===== config.mk =====
export PLATFORM = sky130hd
export DESIGN_NAME = sibacc_target
export DESIGN_NICKNAME = d
export VERILOG_FILES = /design/src/sibacc_pkg.sv /design/src/sibacc_target.sv
export SDC_FILE = /design/constraint.sdc
export NUM_CORES = 1
export LEC_CHECK = 0
export ABC_CLOCK_PERIOD_IN_PS = 5800
export BUFFER_PORTS_ARGS = -buffer_cell sky130_fd_sc_hd__buf_4
export CAP_MARGIN = 20
export CELL_PAD_IN_SITES_DETAIL_PLACEMENT = 0
export CELL_PAD_IN_SITES_GLOBAL_PLACEMENT = 1
export CORE_MARGIN = 2
export CORE_UTILIZATION = 25
export DETAILED_ROUTE_END_ITERATION = 10
export PLACE_DENSITY = 0.46
export SLEW_MARGIN = 25
export SYNTH_ARGS = -nofsm -noshare
export SYNTH_HDL_FRONTEND = slang
export SYNTH_SLANG_ARGS = --single-unit
export TNS_END_PERCENT = 1

===== constraint.sdc =====
create_clock -name clk_sys -period 5.8 [get_ports clk_sys]
set_input_delay 1.16 -clock clk_sys [delete_from_list [all_inputs] [get_ports clk_sys]]
set_output_delay 1.16 -clock clk_sys [all_outputs]
set_load 0.02 [all_outputs]

===== src/sibacc_pkg.sv =====
// constants for the indexed block access target
package sibacc_pkg;
	localparam logic [6:0] SIBACC_ADDR_LOW = 7'h6B;
	localparam logic [6:0] SIBACC_ADDR_MID = 7'h6C;
	localparam logic [6:0] SIBACC_ADDR_HIGH = 7'h6D;
	localparam logic [1:0] SIBACC_STRAP_LOW = 2'h0;
	localparam logic [1:0] SIBACC_STRAP_MID = 2'h1;
	localparam logic [7:0] SIBACC_IDX_OE = 8'h00;
	localparam logic [7:0] SIBACC_IDX_COUNT = 8'h07;
	localparam logic [7:0] SIBACC_OE_RESET = 8'hDD;
	localparam logic [7:0] SIBACC_OE_MASK = 8'hDD;
	localparam logic [4:0] SIBACC_COUNT_RESET = 5'h08;
	localparam logic [3:0] SIBACC_BITS_PER_BYTE = 4'h8;
	localparam logic [3:0] SIBACC_LAST_BIT = 4'h7;
	// reference considered stopped after this long without an edge
	localparam int SIBACC_REF_TIMEOUT_NS = 1000;
	localparam int SIBACC_CLK_NS = 25;
	localparam int SIBACC_REF_TIMEOUT_CYC =
		SIBACC_REF_TIMEOUT_NS / SIBACC_CLK_NS;
	typedef enum logic [5:0] {
		st_idle = 6'h01,
		st_rx = 6'h02,
		st_ack = 6'h04,
		st_tx = 6'h08,
		st_hack = 6'h10,
		st_wait = 6'h20
	} sibacc_state_type;
	typedef enum logic [1:0] {
		ph_addr = 2'h0,
		ph_index = 2'h1,
		ph_count = 2'h2,
		ph_data = 2'h3
	} sibacc_phase_type;
endpackage : sibacc_pkg


===== src/sibacc_target.sv =====
// indexed block access target with output enable byte
`timescale 1ns/10ps
// What this block does
// - the target acknowledges address, index, count and every data byte.
// - on a read the count byte goes out first, then bytes from the index.
// - the bus address is taken from the strap once, after reset release.
// - byte 0 holds six output enables at bits 7,6,4,3,2,0, reset to one.
// - the bus interface stays idle while the reference clock is stopped.
// - a cleared enable bit forces its output off whatever the pin says.
// - the count field of byte 7 sets how many bytes follow the count byte on a read.
module sibacc_target import sibacc_pkg::*; #(
	parameter int REF_TIMEOUT = SIBACC_REF_TIMEOUT_CYC
) (
	// clock and reset
	input wire logic clk_sys,
	input wire logic reset,
	input wire logic clk_en,
	// bus pins
	input wire logic scl_in,
	input wire logic sda_in,
	output logic sda_out,
	output logic sda_oe,
	// strap, reference clock, pin enables
	input wire logic [1:0] address_select_strap,
	input wire logic ref_clk,
	input wire logic [5:0] out_enable_pin_n,
	// output control
	output logic [5:0] out_enable,
	output logic ref_running
);
	sibacc_state_type state_reg, state_next;
	sibacc_phase_type phase_reg, phase_next;
	logic [2:0] scl_sync_reg, sda_sync_reg, ref_sync_reg;
	logic [5:0] pin_meta_reg, pin_sync_reg;
	logic [3:0] bit_cnt_reg, bit_cnt_next;
	logic [7:0] shift_reg, shift_next;
	logic [7:0] index_reg, index_next;
	logic [7:0] oe_byte_reg, oe_byte_next;
	logic [4:0] count_reg, count_next;
	logic [4:0] left_reg, left_next;
	logic read_reg, read_next;
	logic drive_reg, drive_next;
	logic hnak_reg, hnak_next;
	logic [6:0] dev_addr_reg, dev_addr_next;
	logic strap_done_reg, strap_done_next;
	logic [1:0] strap_meta_reg, strap_sync_reg;
	logic [1:0] strap_age_reg, strap_age_next;
	logic [31:0] ref_cnt_reg, ref_cnt_next;
	logic run_reg, run_next;
	logic [5:0] out_reg, out_next;
	logic scl_rise, scl_fall, start_det, stop_det;

	function automatic logic [7:0] read_byte(input logic [7:0] idx,
		input logic [7:0] oe, input logic [4:0] cnt);
		logic [7:0] v;
		v = 8'h00;
		if (idx == SIBACC_IDX_OE)
			v = oe;
		else if (idx == SIBACC_IDX_COUNT)
			v = {3'h0, cnt};
		return v;
	endfunction : read_byte

	function automatic logic [6:0] strap_addr(input logic [1:0] s);
		logic [6:0] a;
		a = SIBACC_ADDR_HIGH;
		if (s == SIBACC_STRAP_LOW)
			a = SIBACC_ADDR_LOW;
		else if (s == SIBACC_STRAP_MID)
			a = SIBACC_ADDR_MID;
		return a;
	endfunction : strap_addr

	assign scl_rise = scl_sync_reg[1] & ~scl_sync_reg[2];
	assign scl_fall = ~scl_sync_reg[1] & scl_sync_reg[2];
	assign start_det = scl_sync_reg[1] & scl_sync_reg[2] &
		~sda_sync_reg[1] & sda_sync_reg[2];
	assign stop_det = scl_sync_reg[1] & scl_sync_reg[2] &
		sda_sync_reg[1] & ~sda_sync_reg[2];
	assign sda_out = 1'b0;
	assign sda_oe = drive_reg;
	assign out_enable = out_reg;
	assign ref_running = run_reg;

	always_comb begin
		state_next = state_reg;
		phase_next = phase_reg;
		bit_cnt_next = bit_cnt_reg;
		shift_next = shift_reg;
		index_next = index_reg;
		oe_byte_next = oe_byte_reg;
		count_next = count_reg;
		left_next = left_reg;
		read_next = read_reg;
		hnak_next = hnak_reg;
		dev_addr_next = dev_addr_reg;
		// strap settles through two flops before it is taken
		strap_age_next = {strap_age_reg[0], 1'b1};
		strap_done_next = strap_done_reg | strap_age_reg[1];
		// reference activity watchdog
		ref_cnt_next = ref_cnt_reg;
		run_next = run_reg;
		if (ref_sync_reg[1] != ref_sync_reg[2]) begin
			ref_cnt_next = 32'h0;
			run_next = 1'b1;
		end else if (ref_cnt_reg >= 32'(REF_TIMEOUT)) begin
			run_next = 1'b0;
		end else begin
			ref_cnt_next = ref_cnt_reg + 32'h1;
		end
		if (strap_age_reg[1] && !strap_done_reg)
			dev_addr_next = strap_addr(strap_sync_reg);
		if (!run_reg) begin
			state_next = st_idle;
		end else if (start_det) begin
			state_next = st_rx;
			phase_next = ph_addr;
			bit_cnt_next = 4'h0;
		end else if (stop_det) begin
			state_next = st_idle;
		end else begin
			unique case (state_reg)
				st_idle, st_wait: begin
				end
				st_rx: begin
					if (scl_rise && bit_cnt_reg < SIBACC_BITS_PER_BYTE) begin
						shift_next = {shift_reg[6:0], sda_sync_reg[1]};
						bit_cnt_next = bit_cnt_reg + 4'h1;
					end else if (scl_fall && bit_cnt_reg == SIBACC_BITS_PER_BYTE) begin
						state_next = st_ack;
						unique case (phase_reg)
							ph_addr: begin
								if (shift_reg[7:1] != dev_addr_reg)
									state_next = st_wait;
								read_next = shift_reg[0];
							end
							ph_index: index_next = shift_reg;
							ph_count: left_next = shift_reg[4:0];
							ph_data: begin
								if (index_reg == SIBACC_IDX_OE)
									oe_byte_next = shift_reg & SIBACC_OE_MASK;
								else if (index_reg == SIBACC_IDX_COUNT)
									count_next = shift_reg[4:0];
								index_next = index_reg + 8'h1;
							end
						endcase
					end
				end
				st_ack: begin
					if (scl_fall) begin
						bit_cnt_next = 4'h0;
						if (read_reg && phase_reg == ph_addr) begin
							state_next = st_tx;
							shift_next = {3'h0, count_reg};
							left_next = count_reg;
						end else begin
							state_next = st_rx;
							if (phase_reg != ph_data)
								phase_next = sibacc_phase_type'(phase_reg + 2'h1);
						end
					end
				end
				st_tx: begin
					if (scl_fall) begin
						if (bit_cnt_reg == SIBACC_LAST_BIT) begin
							state_next = st_hack;
						end else begin
							shift_next = {shift_reg[6:0], 1'b0};
							bit_cnt_next = bit_cnt_reg + 4'h1;
						end
					end
				end
				st_hack: begin
					if (scl_rise)
						hnak_next = sda_sync_reg[1];
					if (scl_fall) begin
						bit_cnt_next = 4'h0;
						if (hnak_reg || left_reg == 5'h0) begin
							state_next = st_wait;
						end else begin
							state_next = st_tx;
							shift_next = read_byte(index_reg, oe_byte_reg, count_reg);
							index_next = index_reg + 8'h1;
							left_next = left_reg - 5'h1;
						end
					end
				end
				default: state_next = st_idle;
			endcase
		end
		drive_next = (state_next == st_ack) ||
			(state_next == st_tx && !shift_next[7]);
		// pin enable gated by register bit
		out_next = {oe_byte_reg[7:6], oe_byte_reg[4:2], oe_byte_reg[0]} &
			~pin_sync_reg;
	end

	always_ff @(posedge clk_sys or posedge reset) begin
		if (reset) begin
			state_reg <= st_idle;
			phase_reg <= ph_addr;
			scl_sync_reg <= 3'h7;
			sda_sync_reg <= 3'h7;
			ref_sync_reg <= 3'h0;
			pin_meta_reg <= 6'h3F;
			pin_sync_reg <= 6'h3F;
			bit_cnt_reg <= 4'h0;
			shift_reg <= 8'h00;
			index_reg <= 8'h00;
			oe_byte_reg <= SIBACC_OE_RESET;
			count_reg <= SIBACC_COUNT_RESET;
			left_reg <= 5'h0;
			read_reg <= 1'b0;
			drive_reg <= 1'b0;
			hnak_reg <= 1'b1;
			dev_addr_reg <= SIBACC_ADDR_HIGH;
			strap_done_reg <= 1'b0;
			strap_meta_reg <= 2'h0;
			strap_sync_reg <= 2'h0;
			strap_age_reg <= 2'h0;
			ref_cnt_reg <= 32'h0;
			run_reg <= 1'b0;
			out_reg <= 6'h00;
		end else if (clk_en) begin
			state_reg <= state_next;
			phase_reg <= phase_next;
			scl_sync_reg <= {scl_sync_reg[1:0], scl_in};
			sda_sync_reg <= {sda_sync_reg[1:0], sda_in};
			ref_sync_reg <= {ref_sync_reg[1:0], ref_clk};
			pin_meta_reg <= out_enable_pin_n;
			pin_sync_reg <= pin_meta_reg;
			bit_cnt_reg <= bit_cnt_next;
			shift_reg <= shift_next;
			index_reg <= index_next;
			oe_byte_reg <= oe_byte_next;
			count_reg <= count_next;
			left_reg <= left_next;
			read_reg <= read_next;
			drive_reg <= drive_next;
			hnak_reg <= hnak_next;
			dev_addr_reg <= dev_addr_next;
			strap_done_reg <= strap_done_next;
			strap_meta_reg <= address_select_strap;
			strap_sync_reg <= strap_meta_reg;
			strap_age_reg <= strap_age_next;
			ref_cnt_reg <= ref_cnt_next;
			run_reg <= run_next;
			out_reg <= out_next;
		end
	end
endmodule : sibacc_target


# == Word-level counts from Yosys, hierarchy flattened ==
# Cells that the tools add are included.
# word_totals
register_bits,121
output_inout_bits,9
wordCells,181
# op_classes
n_addsub,5
order_cmp,2
eq_ne,36
mux,60
bitwise,18
reduce_logical,35
# op_table
op,n
$mux W8,15
$mux W6,12
$mux W32,2
$mux W5,8
$add A32 B1 Y32 const B,1
$ge A32 B6 Y1 const B,1
$pmux W8 S2,2
$pmux W8 S4,1
$pmux W6 S5,1
$mux W4,7
$ne A2 B2 Y1 const B,13
$reduce_and A12 Y1,2
$reduce_and A10 Y1,2
$reduce_and A8 Y1,2
$pmux W5 S3,1
$eq A6 B3 Y1 const B,2
$eq A6 B4 Y1 const B,2
$mux W2,6
$pmux W4 S3,1
$reduce_bool A2 Y1,5
$ne A3 B3 Y1 const B,3
$reduce_and A9 Y1,1
$add A8 B1 Y8 const B,1
$eq A8 B3 Y1 const B,1
other kinds (36),64

# == Depth between registers and ports, before layout ==
# depth
word_depth,12
depth_mapped,9
ltp_nobuf,8

# == Least setup slack after synthesis ==
# No wires, ideal clock.
# synth_timing
kind,input-to-reg
startpoint,in clk_en
endpoint,reg oe_byte_reg[0]
setup_time_ns,0.082
arrival_ns,2.517
required_time_ns,5.718
setup_slack_ns,3.201
path_stages,5
path_cell_list,nand2_1 a31oi_1 nand4_1 nor3b_2 mux2_2
# synth_via
elab_chain_len,1
# synth_rtl
element,line_no,source
"start, declared",sibacc_target.sv:17,"input wire logic clk_en,"
$reduce_and A9 Y1 (no line),n/a,
"end signal, assigned",sibacc_target.sv:235,oe_byte_reg <= oe_byte_next;
"end, declared",sibacc_target.sv:38,"logic [7:0] oe_byte_reg, oe_byte_next;"
# No other way between the ends.
# A chain may end at the register's enable or synchronous reset.

# == Worst setup path after layout ==
# layout_timing
startpoint,in clk_en
endpoint,reg oe_byte_reg[3]
# Same word-level chain as after synthesis.

==> flow_summary.ini <==
[cts]
cts-root-buf = sky130_fd_sc_hd__clkbuf_16
worst_setup_hold_path_clk_slew_ns = 0.06
cts_sinks = 117
clock_tree_from_tritoncts = done
cts_setup_buffers = 0
worst_skew_pair.late_latency_ns = 0.43
cts_htree_levels = 4
number_of_buffers_on_the_longest_clock_path = 2
cts_inserted_buffers = 17
postCtsHoldBufs = 0
post_cts.resized_instances = 0

[worst_hold_path]
whs_endpoint = strap_done_reg
min-delay-path-class = reg -> reg
timing.hold.worst_path_depth = 1
min_from = strap_done_reg

[routing]
post_drt_via_cell_ratio = 4.72
detail_route.wl_per_cell_microns = 16.5
routed_wirelength_microns = 15000
drt.antenna.violating_nets = 0
detail_route.first_pass.iterations = 5
drcViolationCount = 0
dr_iter_0_viols = 283
dr_total_vias = 4311

[placement]
buffer_ports.inserted = 21
pre_cts_slack_ns = 2.00
finalWeightedCongestion = 0.779
place_hpwl_microns = 10400

[logic_synthesis]
synth_xor_area_frac = 0.0164
syn-cell-area_sq_um = 5880
synth_top_family_by_area = simple AND/OR/NAND/NOR gates
synth_cell_types = 75
syn_avg_cell_area_sq_um = 10.4
synth_compound_area_frac = 0.143
synth-edff-count = 0
post_synth_and_or_nand_nor_area_fraction = 0.196
ys_ff_latch = 117
synth_nets = 594
synth.yosys.seq_area_share = 0.504
synth.mux.area_fraction = 0.0764
synth-main-ff-cell = sky130_fd_sc_hd__dfrtp_1
share_of_synthesized_registers_carrying_an_async_set_or_reset = 1.00
synthCells = 568
yosys_warnings = 0
yosys.area_share.adder = 0.0255

[power]
power.leakage_uw = 0.00289
p_per_area_nw_per_um2 = 345
vdd_drop_max_mv = 0.142
power_frac_clock = 0.456
p_int_uw = 1690
power.combinational.fraction = 0.119
share_seq_of_total_power = 0.425
switching_share = 0.295
switchingPower_uw = 708

[setup_path]
timing.rr.start = sda_sync_reg[1]
critical_path.startpoint_type = primary input
critical_path_buf_inv_count = 1
ff2ff_path_depth = 5
r2r-end = oe_byte_reg[3]
critical_path_peak_fanout = 49
worst_path_largest_cell_delay_ns = 0.63
required_ns = 6.14
critical_path_class = in -> reg
crit_path_dat_ns = 3.70
critPathSlowestCell = sky130_fd_sc_hd__a31oi_1
timing.critical_path.to_type = register
path_cells = buf_4 > nand2_1 > a31oi_1 > nand4_1 > nor3b_2 > mux2_2
critical_path_s_top_delay_family = simple AND/OR/NAND/NOR gates
regToRegSetupSlack_ns = 3.09

[final_layout]
highest_count_cells_in_the_layout_ignoring_fill_and_taps = 88 x sky130_fd_sc_hd__dfrtp_1, 64 x sky130_fd_sc_hd__nor2_1, 39 x sky130_fd_sc_hd__mux2_2
drive_gt1_frac = 0.240
fill_cells = 2468
largest_register_ff_count = 32
syn_to_layout_area_delta_pct = 18.1
most_common_cell_after_layout_fill_and_taps_aside = sky130_fd_sc_hd__dfrtp_1
design.final.nets = 608
antenna-diode-count = 0

[global_routing]
groute.usage.overall = 0.130
antenna_found_initial = 0
gr-total-overflow = 0
grt_max_degree = 72
grt_first_pass_wirelength_microns = 24800
first_global_vias = 4314

[sta]
tightestPinTransition_ns = 0.834
relative_slew_slack = 0.442
worst_clock_skew_on_the_final_layout_ns = 0.0158
time_the_worst_path_needs_with_i_o_delays_and_setup_ns = 3.37
grt_setup_unrepaired = false
min_period_over_period = 0.580
max_freq_mhz = 297
setup_slack_ns = 2.43
finalSetupViolations = 0
finalSetupTns_ns = 0
finalHoldViolations = 0
timing.final.max_slew_violations = 0

[die]
fp.dieH_microns = 157
fp.dieW_microns = 157
fp.dieArea_sq_um = 24800
floorplan.core_area_sq_um = 23300
floorplan_row_count = 56
design.portCount = 23
initial_core_util = 0.253

[run]
cap_viol_max_count = 0

[run_status]
outcome = completed
cells by family after synthesis:
group | Yosys count
xor+xnor | 11
other cells | 1
compound gates | 124
flops | 117
buf+inv | 54
fa+ha+maj | 12
simple gates | 209
mux | 40
layout make-up:
| cell class | count | area (sq um) | share of cell area |
|---|---|---|---|
| tap | 319 | 399 | 0.0574 |
| clock inverter | 14 | 164 | 0.0236 |
| sequential | 117 | 2960 | 0.427 |
| timing repair buffer | 25 | 188 | 0.0270 |
| multi-input combinational | 397 | 2700 | 0.389 |
| inverter | 24 | 95.1 | 0.0137 |
| clock buffer | 18 | 439 | 0.0632 |
routing by layer:
metal,GRT usage,share of wire,routed length [microns]
met5,0,0,0
met4,0.0372,0.012,173
met3,0.0330,0.029,443
met2,0.187,0.43,6530
met1,0.191,0.52,7890
cells in the mapped netlist, types with 6 or more instances:
| library cell | n | share of area |
|---|---|---|
| sky130_fd_sc_hd__and2_1 | 15 | 0.016 |
| sky130_fd_sc_hd__xor2_1 | 7 | 0.010 |
| sky130_fd_sc_hd__a21oi_1 | 24 | 0.020 |
| sky130_fd_sc_hd__ha_1 | 12 | 0.026 |
| sky130_fd_sc_hd__nand4_1 | 11 | 0.012 |
| sky130_fd_sc_hd__nor4_1 | 10 | 0.011 |
| sky130_fd_sc_hd__nand3_1 | 17 | 0.014 |
| sky130_fd_sc_hd__nand2_1 | 33 | 0.021 |
| sky130_fd_sc_hd__o21ai_0 | 26 | 0.022 |
| sky130_fd_sc_hd__nor3_1 | 9 | 0.0077 |
| sky130_fd_sc_hd__inv_1 | 24 | 0.015 |
| sky130_fd_sc_hd__a31oi_1 | 12 | 0.013 |
| sky130_fd_sc_hd__o22ai_1 | 6 | 0.0064 |
| sky130_fd_sc_hd__clkbuf_1 | 18 | 0.011 |
| sky130_fd_sc_hd__nor2_1 | 64 | 0.041 |
| sky130_fd_sc_hd__dfstp_2 | 29 | 0.13 |
| sky130_fd_sc_hd__mux2_2 | 39 | 0.075 |
| sky130_fd_sc_hd__o2bb2ai_1 | 6 | 0.0089 |
| sky130_fd_sc_hd__dfrtp_1 | 88 | 0.37 |
worst reg2reg max path, stage by stage (launching register included):
cell                      delay [ns]
sky130_fd_sc_hd__dfstp_2        0.67
sky130_fd_sc_hd__xor2_1         0.15
sky130_fd_sc_hd__a31oi_1        0.61
sky130_fd_sc_hd__nand4_1        0.26
sky130_fd_sc_hd__nor3b_2        0.53
sky130_fd_sc_hd__mux2_2         0.40
power groups by stage:
stage	Sequential, uW	Combinational [uW]	Clock (uW)
floorplan	971	251	0
global placement	1030	285	0
detailed placement	1030	289	0
CTS	1020	291	1130
global route	1030	328	1160
finish	1020	286	1090
how the worst max path moves through the flow:
| stage | from | cells past startpoint | end | slack (ns) |
|---|---|---|---|---|
| finish | clk_en | 6 | oe_byte_reg[3] | 2.43 |
| global route | clk_en | 6 | oe_byte_reg[3] | 2.17 |
| CTS | clk_en | 6 | oe_byte_reg[3] | 2.43 |
| detailed placement | clk_en | 6 | oe_byte_reg[3] | 2.00 |
| global placement | clk_en | 6 | oe_byte_reg[4] | 2.16 |
| floorplan | reset | 1 | bit_cnt_reg[0] | 1.59 |
per-stage QoR:
step	hold WS [ns]	power (uW)	instance area, sq um	util	instances
finish	0.454	2400	6950	0.299	914
global route	0.498	2520	6950	0.299	914
CTS	0.459	2430	6950	0.299	914
detailed placement	0.443	1320	6340	0.273	882
global placement	0.433	1320	6330	0.272	882
floorplan	0.419	1220	5880	-	568
(Power assumes the default switching activity.)
